[config.mk]
export PLATFORM = sky130hd
export DESIGN_NAME = pin_register_config_select
export DESIGN_NICKNAME = d
export VERILOG_FILES = /design/src/verilog/cfg_sel_pkg.sv /design/src/verilog/tri_pair_decode.sv /design/src/verilog/pin_register_config_select.sv
export SDC_FILE = /design/constraint.sdc
export NUM_CORES = 1
export LEC_CHECK = 0
export ABC_AREA = 1
export ABC_CLOCK_PERIOD_IN_PS = 87500
export BUFFER_PORTS_ARGS = -buffer_cell sky130_fd_sc_hd__buf_4
export CAP_MARGIN = 10
export CORE_MARGIN = 8
export CORE_UTILIZATION = 25
export DETAILED_ROUTE_END_ITERATION = 16
export RECOVER_POWER = 50
export SLEW_MARGIN = 15
export SYNTH_ARGS = -nofsm -noshare
export SYNTH_HDL_FRONTEND = slang
export SYNTH_SLANG_ARGS = --single-unit
[constraint.sdc]
create_clock -name clk_sys -period 87.5 [get_ports clk_sys]
set_input_delay 0 -clock clk_sys [delete_from_list [all_inputs] [get_ports clk_sys]]
set_output_delay 0 -clock clk_sys [all_outputs]
set_load 0.05 [all_outputs]
[src/verilog/cfg_sel_pkg.sv]
// Package: types, tables and constants for the pin/register configuration selector
package cfg_sel_pkg;

    ////////////////////////////////////////////////////////////////////////////////
    // Three-level pin encoding
    typedef logic [1:0] tri_lvl_t;                    // One three-level pin as seen by the pad
    localparam tri_lvl_t LVL_LOW  = 2'h0;             // Driven low
    localparam tri_lvl_t LVL_MID  = 2'h1;             // Driven to middle voltage
    localparam tri_lvl_t LVL_HIGH = 2'h2;             // Driven high
    localparam tri_lvl_t LVL_OPEN = 2'h3;             // Left open, bias network gives middle

    // Pair of three-level pins forming one control group
    typedef struct packed {
        tri_lvl_t hi;                                 // Upper pin of the pair
        tri_lvl_t lo;                                 // Lower pin of the pair
    } pin_pair_t;

    localparam int        NUM_LVL      = 3;           // Levels per pin
    localparam int        NUM_PRESET   = 9;           // Decoded codes per pin pair
    localparam int        NUM_BANK     = 4;           // Output banks A..D
    localparam int        NUM_GRP      = 5;           // PLL group plus one per bank
    localparam int        IDX_W        = 4;           // Width of a decoded pair index
    localparam int        GRP_PLL      = 0;           // Group number of the PLL controls

    ////////////////////////////////////////////////////////////////////////////////
    // Configuration carriers
    typedef struct packed {
        logic [5:0] prescaler_ratio;                  // Input prescaler divide value
        logic       input_doubler;                    // 1 doubles the input, 0 passes it
        logic [8:0] fb_div;                           // PLL feedback divider value
    } pll_cfg_t;

    typedef enum logic [1:0] {
        OT_LVDS   = 2'b00,                            // Differential LVDS swing
        OT_LVPECL = 2'b01,                            // Differential LVPECL swing
        OT_PDOWN  = 2'b10                             // Bank powered down
    } out_type_t;

    typedef struct packed {
        logic [7:0] div;                              // Integer output divide ratio
        out_type_t  otype;                            // Output driver type
    } bank_cfg_t;

    // Control select bits, one per function group
    typedef struct packed {
        logic bank_d_ctl_sel;                         // Bank D from registers when set
        logic bank_c_ctl_sel;                         // Bank C from registers when set
        logic bank_b_ctl_sel;                         // Bank B from registers when set
        logic bank_a_ctl_sel;                         // Bank A from registers when set
        logic pll_group_ctl_sel;                      // Prescaler/doubler/feedback from registers
    } ctl_sel_t;

    // Whole register image written by the serial host
    typedef struct packed {
        ctl_sel_t                   ctl_sel;          // Per-group source selects
        pll_cfg_t                   pll;              // PLL register fields
        bank_cfg_t [NUM_BANK-1:0]   bank;             // Bank register fields
    } reg_image_t;

    // Preset table entry selected by the PLL pin pair
    typedef struct packed {
        logic [31:0] fin_khz;                         // Implied input frequency in kHz
        logic [31:0] fvco_khz;                        // Implied VCO frequency in kHz
        pll_cfg_t    cfg;                             // Divider settings for the preset
    } preset_t;

    ////////////////////////////////////////////////////////////////////////////////
    // Reset defaults of the register image
    localparam ctl_sel_t  CTL_SEL_RST  = '0;          // All groups under pin control
    localparam pll_cfg_t  PLL_CFG_RST  = '{6'h01, 1'b1, 9'h019};
    localparam bank_cfg_t BANK_CFG_RST = '{8'h10, OT_LVDS};

    // Preset index = hi level * 3 + lo level, levels low=0 mid=1 high=2
    localparam preset_t PRESET_TAB [NUM_PRESET] = '{
        '{32'h0000_C350, 32'h0026_25A0, '{6'h01, 1'b1, 9'h019}},  // Low/Low 50 MHz
        '{32'h0000_61A8, 32'h0026_25A0, '{6'h01, 1'b1, 9'h032}},  // Low/Mid 25 MHz
        '{32'h0001_86A0, 32'h0026_25A0, '{6'h01, 1'b0, 9'h019}},  // Low/High 100 MHz
        '{32'h0002_625A, 32'h0026_25A0, '{6'h01, 1'b0, 9'h010}},  // Mid/Low 156.25 MHz
        '{32'h0001_E848, 32'h0026_25A0, '{6'h01, 1'b0, 9'h014}},  // Mid/Mid 125 MHz
        '{32'h0004_C4B4, 32'h0026_25A0, '{6'h02, 1'b0, 9'h010}},  // Mid/High 312.5 MHz
        '{32'h0000_7A12, 32'h0026_25A0, '{6'h01, 1'b1, 9'h028}},  // High/Low 31.25 MHz
        '{32'h0000_9600, 32'h0025_8000, '{6'h01, 1'b1, 9'h020}},  // High/Mid 38.4 MHz
        '{32'h0000_97E0, 32'h0025_F800, '{6'h01, 1'b1, 9'h020}}   // High/High 38.88 MHz
    };

    // Bank pin decode: divide ratio and driver type per pair index
    localparam logic [7:0] BANK_PIN_DIV [NUM_PRESET] = '{
        8'h01, 8'h02, 8'h04, 8'h05, 8'h08, 8'h0A, 8'h10, 8'h14, 8'h19
    };
    localparam out_type_t BANK_PIN_TYPE [NUM_PRESET] = '{
        OT_LVDS, OT_LVDS, OT_LVDS, OT_LVPECL, OT_LVPECL, OT_LVPECL,
        OT_LVDS, OT_LVPECL, OT_PDOWN
    };

endpackage

[src/verilog/tri_pair_decode.sv]
// Module: decodes a pair of three-level control pins into a 0..8 index
`timescale 1ns/100ps
module tri_pair_decode
    import cfg_sel_pkg::*;
(
    // Pin pair
    input  cfg_sel_pkg::pin_pair_t          pins,
    // Decoded index
    output logic [cfg_sel_pkg::IDX_W-1:0]   idx
);

    ////////////////////////////////////////////////////////////////////////////////
    // Open pins resolve to middle, like the weak bias network does
    function automatic logic [IDX_W-1:0] lvl_val(input tri_lvl_t l);
        logic [IDX_W-1:0] v;
        v = '0;
        unique case (l)
            LVL_LOW:  v = IDX_W'(0);
            LVL_MID:  v = IDX_W'(1);
            LVL_OPEN: v = IDX_W'(1);
            LVL_HIGH: v = IDX_W'(2);
        endcase
        return v;
    endfunction

    // Upper pin weighs three, lower pin one
    always_comb begin
        idx = IDX_W'(lvl_val(pins.hi) * IDX_W'(NUM_LVL) + lvl_val(pins.lo));
    end

endmodule // tri_pair_decode

[src/verilog/pin_register_config_select.sv]
// Module: chooses pin or register control per function, presets, sync and lock
//
// Summary of operation
// - Reset puts every function under pin control
// - Host selects register control per function independently
// - Each function uses pins or registers, never both
// - Register values revert to defaults at power-up
// - Five selects: PLL group and four banks
// - Dividers sync at power-up, later only on command
// - Divider change plus sync command loads and syncs
// - Reference select pin picks crystal or clock input
// - Select low uses crystal, high uses clock
// - PLL pins decode nine presets with fin/fvco
// - Presets identical for either reference source
// - Open three-level pin decodes as middle
// - Register control takes prescaler, doubler, feedback from registers
// - Lock status reported continuously on lock pin
// - Lock pin high when locked, low otherwise
// - Four banks, each bank one frequency
`timescale 1ns/100ps
module pin_register_config_select
    import cfg_sel_pkg::*;
(
    // Clock and reset
    input  wire logic                               clk_sys,
    input  wire logic                               rst_n,
    // Register writes from the serial port
    input  wire logic                               cfg_wr_en,
    input  wire logic [cfg_sel_pkg::NUM_GRP-1:0]    cfg_wr_mask,
    input  wire cfg_sel_pkg::reg_image_t            cfg_wr_data,
    input  wire logic                               init_clk_cmd,
    // Control pins
    input  wire cfg_sel_pkg::pin_pair_t             pll_preset_pins,
    input  wire cfg_sel_pkg::pin_pair_t             bank_a_pins,
    input  wire cfg_sel_pkg::pin_pair_t             bank_b_pins,
    input  wire cfg_sel_pkg::pin_pair_t             bank_c_pins,
    input  wire cfg_sel_pkg::pin_pair_t             bank_d_pins,
    input  wire logic                               ref_sel,
    input  wire logic [31:0]                        ref_freq_khz,
    // Analog PLL status
    input  wire logic                               pll_locked,
    // Register read-back
    output cfg_sel_pkg::reg_image_t                 cfg_rd_data,
    // PLL setting in force
    output logic                                    ref_use_clk,
    output cfg_sel_pkg::pll_cfg_t                   pll_eff,
    output logic [31:0]                             fpfd_khz,
    output logic [31:0]                             fvco_khz,
    // Banks
    output cfg_sel_pkg::bank_cfg_t [cfg_sel_pkg::NUM_BANK-1:0] bank_eff,
    output logic [cfg_sel_pkg::NUM_BANK-1:0]        bank_tick,
    output logic                                    div_sync,
    // Lock indicator pin
    output logic                                    lock
);

    ////////////////////////////////////////////////////////////////////////////////
    // Pin decode for all five groups
    pin_pair_t            grp_pins [NUM_GRP];       // Pin pairs, group 0 is the PLL
    logic [IDX_W-1:0]     grp_idx  [NUM_GRP];       // Decoded 0..8 per group

    always_comb begin
        grp_pins[0] = pll_preset_pins;
        grp_pins[1] = bank_a_pins;
        grp_pins[2] = bank_b_pins;
        grp_pins[3] = bank_c_pins;
        grp_pins[4] = bank_d_pins;
    end

    // One decoder per group
    generate
        for (genvar g = 0; g < NUM_GRP; g++) begin : g_dec
            tri_pair_decode u_dec (
                .pins (grp_pins[g]),
                .idx  (grp_idx[g])
            );
        end
    endgenerate

    ////////////////////////////////////////////////////////////////////////////////
    // Register image, lost at power-down because reset restores defaults
    reg_image_t           img_r;                    // Held register fields
    reg_image_t           img_nxt;                  // Next register fields
    logic [NUM_GRP-1:0]   sel_vec;                  // Selects, bit 0 = PLL group

    // Masked write: each group changes alone
    always_comb begin
        img_nxt = img_r;
        if (cfg_wr_en) begin
            if (cfg_wr_mask[GRP_PLL]) begin
                img_nxt.ctl_sel.pll_group_ctl_sel = cfg_wr_data.ctl_sel.pll_group_ctl_sel;
                img_nxt.pll = cfg_wr_data.pll;
            end
            for (int b = 0; b < NUM_BANK; b++) begin
                if (cfg_wr_mask[b+1]) begin
                    img_nxt.bank[b] = cfg_wr_data.bank[b];
                end
            end
            // Bank selects sit in the struct above the PLL select
            if (cfg_wr_mask[1]) img_nxt.ctl_sel.bank_a_ctl_sel = cfg_wr_data.ctl_sel.bank_a_ctl_sel;
            if (cfg_wr_mask[2]) img_nxt.ctl_sel.bank_b_ctl_sel = cfg_wr_data.ctl_sel.bank_b_ctl_sel;
            if (cfg_wr_mask[3]) img_nxt.ctl_sel.bank_c_ctl_sel = cfg_wr_data.ctl_sel.bank_c_ctl_sel;
            if (cfg_wr_mask[4]) img_nxt.ctl_sel.bank_d_ctl_sel = cfg_wr_data.ctl_sel.bank_d_ctl_sel;
        end
    end

    // Defaults give pin control everywhere
    always_ff @(posedge clk_sys or negedge rst_n) begin
        if (!rst_n) begin
            img_r.ctl_sel <= CTL_SEL_RST;
            img_r.pll     <= PLL_CFG_RST;
            img_r.bank    <= {NUM_BANK{BANK_CFG_RST}};
        end else begin
            img_r <= img_nxt;
        end
    end

    assign sel_vec     = img_r.ctl_sel;
    assign cfg_rd_data = img_r;

    ////////////////////////////////////////////////////////////////////////////////
    // Sync sequencer: one sync after reset, then only on command
    typedef enum logic [1:0] {
        ST_PWRUP = 2'b00,                           // First cycle after reset
        ST_RUN   = 2'b01,                           // Dividers free running
        ST_SYNC  = 2'b10                            // Load and restart dividers
    } sync_st_t;

    sync_st_t             st_r;                     // Current state
    sync_st_t             st_nxt;                   // Next state

    always_comb begin
        st_nxt = st_r;
        unique case (st_r)
            ST_PWRUP: st_nxt = ST_SYNC;
            ST_RUN:   st_nxt = init_clk_cmd ? ST_SYNC : ST_RUN;
            ST_SYNC:  st_nxt = init_clk_cmd ? ST_SYNC : ST_RUN;
            default:  st_nxt = ST_PWRUP;            // Illegal code recovers via a fresh sync
        endcase
    end

    always_ff @(posedge clk_sys or negedge rst_n) begin
        if (!rst_n) begin
            st_r <= ST_PWRUP;
        end else begin
            st_r <= st_nxt;
        end
    end

    ////////////////////////////////////////////////////////////////////////////////
    // PLL group source mux and frequency plan
    pll_cfg_t             pll_nxt;                  // Chosen PLL setting
    logic [31:0]          fin_sel;                  // Input frequency assumed
    logic [31:0]          fpfd_nxt;                 // Phase detector frequency
    logic [31:0]          fvco_nxt;                 // VCO frequency
    logic [5:0]           ps_safe;                  // Prescaler, zero treated as one

    // Preset lookup ignores ref_sel so both sources behave alike
    always_comb begin
        if (sel_vec[GRP_PLL]) begin
            pll_nxt = img_r.pll;
            fin_sel = ref_freq_khz;
        end else begin
            pll_nxt = PRESET_TAB[grp_idx[GRP_PLL]].cfg;
            fin_sel = PRESET_TAB[grp_idx[GRP_PLL]].fin_khz;
        end
        ps_safe  = (pll_nxt.prescaler_ratio == 6'h00) ? 6'h01 : pll_nxt.prescaler_ratio;
        // Divide after doubling to keep the half-kHz precision
        fpfd_nxt = ((pll_nxt.input_doubler ? {fin_sel[30:0], 1'b0} : fin_sel)
                    / {26'h0, ps_safe});
        fvco_nxt = 32'(fpfd_nxt * {23'h0, pll_nxt.fb_div});
    end

    always_ff @(posedge clk_sys or negedge rst_n) begin
        if (!rst_n) begin
            pll_eff     <= PLL_CFG_RST;
            fpfd_khz    <= '0;
            fvco_khz    <= '0;
            ref_use_clk <= 1'b0;
        end else begin
            pll_eff     <= pll_nxt;
            fpfd_khz    <= fpfd_nxt;
            fvco_khz    <= fvco_nxt;
            ref_use_clk <= ref_sel;
        end
    end

    ////////////////////////////////////////////////////////////////////////////////
    // Bank source mux, divider loading and divider counters
    bank_cfg_t [NUM_BANK-1:0] bank_nxt;             // Next active bank setting
    logic [7:0]           cnt_r   [NUM_BANK];       // Divider counters
    logic [7:0]           cnt_nxt [NUM_BANK];       // Next counter values
    logic [NUM_BANK-1:0]  tick_nxt;                 // Next bank ticks
    logic                 sync_now;                 // Load and restart this cycle

    assign sync_now = (st_r == ST_SYNC);

    generate
        for (genvar b = 0; b < NUM_BANK; b++) begin : g_bank
            logic [7:0] div_lim;                    // Ratio, zero treated as one

            // Pins act at once; register divider only at a sync, register driver type at once
            always_comb begin
                bank_nxt[b] = bank_eff[b];
                if (!sel_vec[b+1]) begin
                    bank_nxt[b].div   = BANK_PIN_DIV[grp_idx[b+1]];
                    bank_nxt[b].otype = BANK_PIN_TYPE[grp_idx[b+1]];
                end else if (sync_now) begin
                    bank_nxt[b] = img_r.bank[b];
                end else begin
                    bank_nxt[b].otype = img_r.bank[b].otype;
                end
                div_lim = (bank_eff[b].div == 8'h00) ? 8'h01 : bank_eff[b].div;
                // Whole bank shares one counter, so one frequency
                if (sync_now || cnt_r[b] >= div_lim - 8'h01) begin
                    cnt_nxt[b] = 8'h00;
                end else begin
                    cnt_nxt[b] = cnt_r[b] + 8'h01;
                end
                tick_nxt[b] = !sync_now && (cnt_r[b] >= div_lim - 8'h01)
                              && (bank_eff[b].otype != OT_PDOWN);
            end

            always_ff @(posedge clk_sys or negedge rst_n) begin
                if (!rst_n) begin
                    bank_eff[b]  <= BANK_CFG_RST;
                    cnt_r[b]     <= 8'h00;
                    bank_tick[b] <= 1'b0;
                end else begin
                    bank_eff[b]  <= bank_nxt[b];
                    cnt_r[b]     <= cnt_nxt[b];
                    bank_tick[b] <= tick_nxt[b];
                end
            end
        end
    endgenerate

    ////////////////////////////////////////////////////////////////////////////////
    // Sync pulse and lock pin; lock follows the analog detector with one flop
    logic                 lock_nxt;                 // Next lock pin level
    logic                 sync_nxt;                 // Next sync pulse

    always_comb begin
        lock_nxt = pll_locked;
        sync_nxt = sync_now;
    end

    always_ff @(posedge clk_sys or negedge rst_n) begin
        if (!rst_n) begin
            lock     <= 1'b0;
            div_sync <= 1'b0;
        end else begin
            lock     <= lock_nxt;
            div_sync <= sync_nxt;
        end
    end
endmodule // pin_register_config_select

### Yosys cells after proc, flatten, opt, wreduce, memory -nomap -nowiden

Memory sizes are Yosys's and may differ from the RTL's.
Index checks and enable logic that the tools add are counted.

* add/sub/neg operators: 13
* $mul: 6
* div/mod/pow operators: 1
* $lt $le $gt $ge: 9
* equality and inequality tests: 40
* mux-type cells: 50
* bitwise operators: 5
* reductions and logical operators: 45

Operators with widths (count)
* $mux W8: 20
* $mux W80: 2
* $pmux W4 S3: 10
* $mux W32: 2
* $eq A2 B2 Y1 const B: 21
* $mux W10: 4
* $add A8 B1 Y8 const B: 4
* $div A32 B6 Y32: 1
* $ge A8 B8 Y1: 4
* $logic_not A8 Y1: 4
* $mul A32 B9 Y32: 1
* $sub A8 B1 Y8 const B: 4
* $ge A5 B5 Y1 const B: 5
* $not A4 Y5: 5
* $eq A2 B1 Y1 const B: 11
* $logic_not A2 Y1: 11
* $reduce_or A2 Y1: 11
* $add A4 B4 Y4: 5
* $mul A4 B2 Y4 const B: 5
* $mux W2: 9
* $mux W16: 1
* $reduce_and A2 Y1: 5
* $logic_and A1 B1 Y1: 8
* $ne A2 B1 Y1 const B: 4
* other kinds (6): 12

* register bits after elaboration: 222
* ROM bits: 1920
* input port bits: 124
* output and inout port bits: 188
* word-level logic and storage cells: 219
* memories kept: 9

Memories
* (no name shown): words 16, width 80, rd ports 1, clocked after Yosys merged registers in 0, write ports 0, RTL line pin_register_config_select.sv:165 `fin_sel = PRESET_TAB[grp_idx[GRP_PLL]].fin_khz;`
* (no name shown): words 16, width 8, rd ports 1, clocked after Yosys merged registers in 0, write ports 0, RTL line pin_register_config_select.sv:206 `bank_nxt[b].div = BANK_PIN_DIV[grp_idx[b+1]];`
* (no name shown): words 16, width 8, rd ports 1, clocked after Yosys merged registers in 0, write ports 0, RTL line pin_register_config_select.sv:206
* (no name shown): words 16, width 8, rd ports 1, clocked after Yosys merged registers in 0, write ports 0, RTL line pin_register_config_select.sv:206
* (no name shown): words 16, width 8, rd ports 1, clocked after Yosys merged registers in 0, write ports 0, RTL line pin_register_config_select.sv:206
* (no name shown): words 16, width 2, rd ports 1, clocked after Yosys merged registers in 0, write ports 0, RTL line pin_register_config_select.sv:207 `bank_nxt[b].otype = BANK_PIN_TYPE[grp_idx[b+1]];`
* +3 memories

### Logic depth before layout (Yosys ltp)

Gate-level depths: netlist (run 1).

* depth in word-level cells: 14
* mapped depth: 509

### Hierarchy

A second synthesis (run 1) with hierarchy kept.

* cells, all modules: 6356
* area, all modules: 43346.6 sq um

By module, submodules not included
* pin_register_config_select: times used 1, cells each 6291, area each 42889.9 sq um
* tri_pair_decode: times used 5, cells each 13, area each 91.3 sq um

### Worst setup path before layout (run 1)

Ideal clock, no wire load.

* kind: in2reg
* start point: input pll_preset_pins[3] (netlist name)
* end point: register fvco_khz[30]
* setup time: 0.125 ns
* arrival time: 66.798 ns
* required time: 87.375 ns
* slack: 20.576 ns
* cell stages on the path: 485
* buffers on the path: 53
* cells stage by stage: or2_2 > ha_1 > ha_1 > inv_1 > fa_1 > buf_4 > inv_2 > nand2_2 > nor2_8 > inv_1 > o21ai_0 > nand2_1 > inv_1 > ha_1 > or2_2 > nand3_2 > nand2_1 > nand2_1 > [... 449 more ...] > o21ai_0 > a21oi_1 > o21bai_1 > a21o_1 > a21oi_1 > o21ai_0 > a21oi_1 > o21bai_1 > a21oi_1 > o21bai_1 > nand3_1 > nand2_1 > nand3_1 > nand2_1 > a21oi_1 > nor2_1 > nor2_1 > xor2_1

* word-level cells in the longest chain between the ends: 14

Ends and longest elaborated chain
* start: declaration: RTL line pin_register_config_select.sv:33 `input wire cfg_sel_pkg::pin_pair_t pll_preset_pins,`
* $eq A2 B1 Y1 / $eq A2 B2 Y1 (equally long branches): RTL line tri_pair_decode.sv:17 `unique case (l)`
* $reduce_or A2 Y1 (no source line)
* $pmux W4 S3 *: RTL line tri_pair_decode.sv:17
* $mul A4 B2 Y4 *: RTL line tri_pair_decode.sv:28 `idx = IDX_W'(lvl_val(pins.hi) * IDX_W'(NUM_LVL) + lvl_val(pins.lo));`
* $add A4 B4 Y4 *: RTL line tri_pair_decode.sv:28
* $not A4 Y5 (not written as such) *: RTL line pin_register_config_select.sv:164, pin_register_config_select.sv:165
* $mem_v2 Z16 W80 *
* $mux W80 (not written as such) * (2 in series): RTL line pin_register_config_select.sv:165
* $mux W16: RTL line pin_register_config_select.sv:160 `if (sel_vec[GRP_PLL]) begin`
* $logic_not A6 Y1: RTL line pin_register_config_select.sv:167 `ps_safe = (pll_nxt.prescaler_ratio == 6'h00) ? 6'h01 : pll_nxt.prescaler_ratio;`
* $mux W6: RTL line pin_register_config_select.sv:167
* $div A32 B6 Y32 *: RTL line pin_register_config_select.sv:170 `/ {26'h0, ps_safe});`
* named net fpfd_nxt[29]: RTL line pin_register_config_select.sv:154 `logic [31:0] fpfd_nxt;`
* $mul A32 B9 Y32 *: RTL line pin_register_config_select.sv:171 `fvco_nxt = 32'(fpfd_nxt * {23'h0, pll_nxt.fb_div});`
* named net fvco_nxt[30]: RTL line pin_register_config_select.sv:155 `logic [31:0] fvco_nxt;`
* end signal: assignment: RTL line pin_register_config_select.sv:183 `fvco_khz <= fvco_nxt;`
* end: declaration: RTL line pin_register_config_select.sv:48 `output logic [31:0] fvco_khz,`

The timed path passes the listed nets; every way through them passes the cells marked *. The select of a mux whose other input is x is not followed.
A chain may end at the register's enable or synchronous reset.

### Worst setup path in the final report (run 1)

Same ends and word-level chain as after synthesis.

==> impl_results.md, run 1 <==
* Post-synthesis area per instance at 6.74 sq um
* Status: finished with violations
* Total iterations of the first detailed-routing run at 7
* Post-DR wirelength/cell at 16.8 um
* Number of buffers added on ports at approximately 310
* Slowest cell delay on critical path at 0.74 ns
* Minimum setup slack among reg-to-reg paths at 10.13 ns
* Warning count from the yosys run at 0
* Largest fanout on the critical path at 47
* Routability-driven placement congestion ratio at roughly 0.97
* Antenna violations before repair at 2
* Clock network latency to the later pin of the worst-skew pair at approximately 0.7 ns
* DIE HEIGHT at 433 um
* Area growth from synthesis to layout at 12.1%
* Most common cell on crit path: nand2_1
* Number of slew-limit violations in the final report at approximately 130
* Clock tree from TritonCTS: done
* First-pass GRT wire length at 237 mm
* Violated checks: max-capacitance violations, max-slew violations
* Endpoint of the worst register-to-register path: fvco_khz[30]
* Worst min-delay path category: in2reg
* Remaining DRCs at 0
* Data required time at the worst endpoint at a little under 90 ns
* Source of the worst hold timing path: bank_d_pins[0]
* Layout cells sized above 1 at between 10% and 20%
* Headroom to the max-slew limit at -177%
* Total number of vias at 42679
* FFs w/ async S/R, synth at 100%
* Number of H-tree levels at 1
* Number of core rows at between 150 and 200
* Net count, final at ~7400
* Post-layout min period at a little under 80 ns
* Area of the core region at 0.173 sq mm
* Total standard cell area after synthesis at ~0.043 sq mm
* Endpoint arrival time on the critical path at between 70 and 80 ns
* Iteration-0 DRC Markers at between 2000 and 3000
* FMAX at 12.9 MHz
* Hold-critical path depth at 4
* Total global routing overflow at 0
* Final setup violating endpoints at 0
* RSZ-0062 raised after global routing: false
* Setup TNS after final layout at 0 ns
* Depth of the most critical reg-to-reg path at between 400 and 500
* Max-cap viol count at 3
* Vias per cell at 4.69
* Worst Slack Setup Final at around 10 ns
* Via count of the first global-routing pass at around 42000
* Setup crit start kind: input port
* Hpwl dp at ~130 mm
* Setup CP Type: in2reg
* Worst-path cell with the longest stage delay: fa_1
* Total length of routed wires at between 150 and 200 mm
* Endpoint type of the worst setup path: flip-flop
* Reg clk slew, reported paths at around 0.06 ns
* Origin of the critical flop-to-flop path: cfg_rd_data[56]
* Post_cts resized at 0
* Post-Synthesis Cells at 6450
* Number of nets with antenna violations after detailed routing at 0
* Clock root buffer: clkbuf_16
* Die area at between 0.15 and 0.2 sq mm
* Initial standard-cell utilization of the core at between 20% and 30%
* EDFF count, synth at 0
* Worst Hold End: bank_eff[30]
* Register bit count reported by yosys at approximately 220
* CTS Buf Count at 31
* Clock sinks at about 220
* Sequential share of the synthesized area at 12.8%
* Final hold violation count at 0
* Setup WS pre-CTS at ~10 ns
* Largest net degree at the start of global routing at between 70 and 80
* Net count after synthesis at 7052
* Tot GR Track Use at 15.7%
* Die outline width at around 430 um
* Max Clock Skew at roughly 0.065 ns
* Total I/O pin count at between 300 and 400
* Max Buffers Root-to-Sink at 3
* Worst-Margin Slew at 4.15 ns
* Part of the cycle the worst path needs at between 80 and 90%
* Primary FF master, synth: dfrtp_1
* Number of library cell types mapped by synthesis at 88
[cells in the final DEF, fill, tap and decap left out, types with 52 or more instances in the layout]
| cell type | count |
|---|---|
| nand2_2 | 162 |
| o21ai_1 | 57 |
| nor2_1 | 606 |
| clkbuf_1 | 190 |
| nand2_4 | 77 |
| o21ai_0 | 245 |
| nand3_1 | 430 |
| nand4_1 | 171 |
| nand2_1 | 1571 |
| inv_2 | 63 |
| ha_1 | 294 |
| fa_1 | 184 |
| dlygate4sd3_1 | 78 |
| nor2_4 | 52 |
| nor3_1 | 54 |
| xor2_1 | 166 |
| xnor2_1 | 67 |
| inv_1 | 964 |
| dfrtp_1 | 203 |
| nand3_2 | 158 |
| a21oi_1 | 168 |
| buf_4 | 147 |
| nor2_2 | 109 |
[cell type report]
cell class                 instances  area, sq um
fill                           19199       125000
multi-input combinational       4997        32300
sequential                       222         5580
inverter                        1090         4250
tap                             2325         2910
timing repair buffer             412         2590
clock buffer                      43          891
clock inverter                    14          199
antenna                            2         5.00
[layer usage]
metal	up-vias	track usage (%)	wire length, um
met5	-	0	0
li1	21198	-	-
met4	0	7.86	9690
met1	19915	18.6	62500
met3	309	1.76	8100
met2	1257	27.8	72800
[cells in the mapped netlist, drive strengths merged (34+ instances only)]
cell type | number | share of area, %
o211ai | 34 | 0.62
nor3 | 60 | 0.77
o21ai | 341 | 4.3
nand3b | 41 | 0.72
nand4 | 178 | 2.7
inv | 1036 | 9.0
xor2 | 166 | 3.3
nand2 | 1815 | 18
dfrtp | 204 | 12
fa | 184 | 8.5
nand3 | 625 | 10
nor2 | 784 | 8.9
buf | 75 | 2.1
clkbuf | 62 | 0.90
a21oi | 176 | 2.1
clkinv | 48 | 0.49
xnor2 | 67 | 1.3
mux2 | 49 | 1.3
ha | 294 | 8.5
[logic make-up after synthesis]
kind of cell | count (synthesis) | synth area share, %
AO/OA/AOI/OAI | 682 | 9.32
multiplexers | 49 | 1.27
buffers and inverters | 1231 | 12.9
XOR/XNOR | 233 | 4.69
AND/OR/NAND/NOR | 3555 | 42.1
flip-flops | 222 | 12.8
adder cells (fa/ha/maj) | 478 | 16.9
[timing repair]
action	in CTS	in global routing
hold endpoints to repair	139	0
setup buffers	0	0
hold buffers	79	0
[per-stage QoR]
| step | instances | utilization, % | hold WS (ns) | cell area (sq um) |
|---|---|---|---|---|
| floorplan | 6450 | - | -0.296 | 43500 |
| CTS | 9103 | 28.5 | 0.00337 | 49500 |
| global route | 9103 | 28.1 | 0.0359 | 48800 |
| detailed placement | 8967 | 27.4 | 0.0244 | 47600 |
| global placement | 8967 | 27.4 | 0.0216 | 47600 |
| finish | 9105 | 28.1 | 0.0249 | 48800 |
[worst max-delay path by stage]
stage | from | endpoint | slack (ns)
2_1_floorplan | pll_preset_pins[3] | fvco_khz[30] | 20.58
3_3_place_gp | pll_preset_pins[3] | fvco_khz[26] | 12.52
3_5_place_dp | pll_preset_pins[3] | fvco_khz[30] | 10.01
4_1_cts | pll_preset_pins[3] | fvco_khz[30] | 10.52
5_1_grt | pll_preset_pins[3] | fvco_khz[30] | 1.55
6_report | pll_preset_pins[3] | fvco_khz[30] | 10.02
[registers in the layout (all words and copies together), names as in the netlist]
register     flops
bank_tick        4
cfg_rd_data     61
pll_eff         16
lock             1
cnt_r           32
fpfd_khz        32
st_r             2
div_sync         1
bank_eff        40
ref_use_clk      1
fvco_khz        32
[critical path, delay by kind of cell]
family,cells,cell delay (ns)
AND/OR/NAND/NOR,210,31.09
AO/OA/AOI/OAI,117,22.08
adder cells (fa/ha/maj),40,13.87
buffers and inverters,73,10.46
XOR/XNOR,1,0.13
Power of run 1 is not shown: default switching activity piles up to over one toggle a cycle in this logic, so the estimate is an artifact.
==> inputs of run 2 (changes only) <==
--- a/config.mk
+++ b/config.mk
@@ -11,6 +11,7 @@
 export CAP_MARGIN = 10
 export CORE_MARGIN = 8
 export CORE_UTILIZATION = 25
+export CTS_BUF_LIST = sky130_fd_sc_hd__clkbuf_4
 export DETAILED_ROUTE_END_ITERATION = 16
 export RECOVER_POWER = 50
 export SLEW_MARGIN = 15
==> constraint.sdc (replaced) <==
create_clock -name clk_sys -period 87.5 [get_ports clk_sys]
set_input_delay 17.5 -clock clk_sys [delete_from_list [all_inputs] [get_ports clk_sys]]
set_output_delay 17.5 -clock clk_sys [all_outputs]
set_load 0.05 [all_outputs]
==> run 2 against run 1 <==
  * The flow still finishes with violations (max-capacitance violations, max-slew violations)
  * Routed wire length grew 6.6%
  * Cell count grew 1.7%
  * Via count grew 2.5%
  * First-iteration DRC count is 6.1% higher
  * Clock skew rose by 0.044 ns
  * Largest cell class unchanged
  * Highest routed layer is now met5
==> impl_results.md, run 2 (synthesis gave the netlist of run 1 again) <==
* Headroom to the max-slew limit at -139% (was -177%)
* DIE HEIGHT at 433 um (unchanged)
* Instance area at placement at 0.0484 sq mm (was 0.0476 sq mm)
* Total length of routed wires at 163 mm (was 153 mm)
* Number of core rows at 153 (unchanged)
* Net count, final at 7474 (was 7356)
* Filler-free cell count of the finished design at 9260 (was 9105)
* Via count of the first global-routing pass at 42553 (was 42036)
* Tot GR Track Use at 16.6% (was 15.7%)
* Commonest non-fill, non-tap cells in the layout: nand2_1, inv_1, nor2_1 (unchanged)
* Number of slew-limit violations in the final report at 259 (was 131)
* Total I/O pin count at 312 (unchanged)
* Part of the cycle the worst path needs at 92.8% (was 88.5%)
* Routability-driven placement congestion ratio at 0.955 (was 0.970)
* Worst-path cell with the longest stage delay: fa_1 (unchanged)
* Layout cells sized above 1 at 22.0% (was 15.9%)
* Endpoint type of the worst setup path: flip-flop (unchanged)
* Post-DR wirelength/cell at 17.6 um (was 16.8 um)
* Die outline width at 433 um (unchanged)
* Violated checks: max-capacitance violations, max-slew violations (unchanged)
* Number of fill cells at 19306 (was 19199)
* Area growth from synthesis to layout at 15.1% (was 12.1%)
* Largest net degree at the start of global routing at 68 (was 73)
* Clock sinks at 222 (unchanged)
* Number of buffers added on ports at 311 (unchanged)
* Placed instance count at 9074 (was 8967)
* Count of hold-fix buffers inserted at cts at 0 (was 79)
* CTS Buf Count at 70 (was 31)
* Largest delay share family, worst path: simple AND/OR/NAND/NOR gates (unchanged)
* Number of nets with antenna violations after detailed routing at 0 (unchanged)
* Post-layout util at 28.9% (was 28.1%)
* Initial standard-cell utilization of the core at 25.1% (unchanged)
* Hpwl dp at 133 mm (was 126 mm)
* Worst min-delay path category: reg2reg (was in2reg)
* Total global routing overflow at 0 (unchanged)
* Setup CP Type: in2reg (unchanged)
* Slowest cell delay on critical path at 0.55 ns (was 0.74 ns)
* Clock tree from TritonCTS: done (unchanged)
* Setup crit start kind: input port (unchanged)
* Die area at 0.188 sq mm (unchanged)
* Smallest hold slack at 0.486 ns (was 0.0249 ns)
* Vias per cell at 4.72 (was 4.69)
* Post-layout min period at 81.22 ns (was 77.48 ns)
* Data required time at the worst endpoint at 88.42 ns (was 88.06 ns)
* Clock network latency to the later pin of the worst-skew pair at 1.05 ns (was 0.69 ns)
* Max-cap viol count at 6 (was 3)
* Max Buffers Root-to-Sink at 3 (unchanged)
* Largest fanout on the critical path at 26 (was 47)
* Status: finished with violations (unchanged)
* Most frequent standard cell in the layout excluding fill and tap cells: nand2_1 (unchanged)
* Final cell area excluding filler cells at 0.0501 sq mm (was 0.0488 sq mm)
* Remaining DRCs at 0 (unchanged)
* Final hold violation count at 0 (unchanged)
* Reg clk slew, reported paths at 0.06 ns (about the same)
* First-pass GRT wire length at 248 mm (was 237 mm)
* Endpoint arrival time on the critical path at 82.14 ns (was 78.04 ns)
* Clock root buffer: clkbuf_4 (was clkbuf_16)
* Area of the core region at 0.173 sq mm (unchanged)
* Number of buffer and inverter stages on the critical path at 72 (was 73)
* Final setup violating endpoints at 0 (unchanged)
* Worst-Margin Slew at 3.59 ns (was 4.15 ns)
* Most common cell on crit path: nand2_1 (unchanged)
* Total iterations of the first detailed-routing run at 6 (was 7)
* FMAX at 12.3 MHz (was 12.9 MHz)
* Total number of vias at 43738 (was 42679)
* Number of H-tree levels at 3 (was 1)
* Antenna violations before repair at 6 (was 2)
* Iteration-0 DRC Markers at 3091 (was 2913)
* Number of flip-flops in the largest register at 61 (unchanged)
* Max Clock Skew at 0.109 ns (was 0.0652 ns)
[run 2: changes by cell type in the layout (fill, tap and decap cells not counted), sizes merged, moves of 6 or more]
cell,previous run,this run
clkinv,51,62
buf,147,469
inv,1043,1037
clkbuf,230,118
dlygate4sd3,78,0
clkinvlp,1,9
[run 2: layer usage]
layer / wire, um / global-route usage (%) / share of wire, %
met1: 67700 / 20.3 / 41
met2: 78500 / 29.3 / 48
met3: 9650 / 2.43 / 5.9
met4: 7340 / 6.74 / 4.5
met5: 27 / 0 / 0.017
[run 2: stage by stage]
stage	worst slack [ns]	setup TNS, ns
6_report	6.28	0
5_1_grt	-0.132	-0.215
4_1_cts	0.475	0
3_5_place_dp	-0.438	-1.19
3_3_place_gp	1.15	0
2_1_floorplan	3.08	0
[run 2: what timing repair did]
item / CTS / global route
setup endpoints to repair: 0 / 33
gates resized for setup: 0 / 97
buffers inserted: 0 / 43
[run 2: worst paths after layout]
check                           cells past startpoint  slack [ns]         endpoint          startpoint
worst min-delay path                                1        0.49        cnt_r[24]           cnt_r[24]
worst max register to register                    435       23.03     fvco_khz[31]     cfg_rd_data[56]
max in group asynchronous                           3       62.72  cfg_rd_data[56]               rst_n
worst max-delay path                              441        6.28     fvco_khz[31]  pll_preset_pins[3]
worst min register to register                      1        0.49        cnt_r[24]           cnt_r[24]
min in group asynchronous                           1       17.61        cnt_r[14]               rst_n
[run 2: area by class of cell]
class	count	area (sq um)	area share (%)
Clock inverter	26	210	0.420
Tap cell	2325	2910	5.81
Timing Repair inverter	1	5.00	0.0100
Inverter	1090	4290	8.58
Clock buffer	104	781	1.56
Antenna cell	5	12.5	0.0250
Timing Repair Buffer	483	3590	7.18
Multi-Input combinational cell	5004	32700	65.3
Sequential cell	222	5580	11.1
Power of run 2 is left out for the same reason.
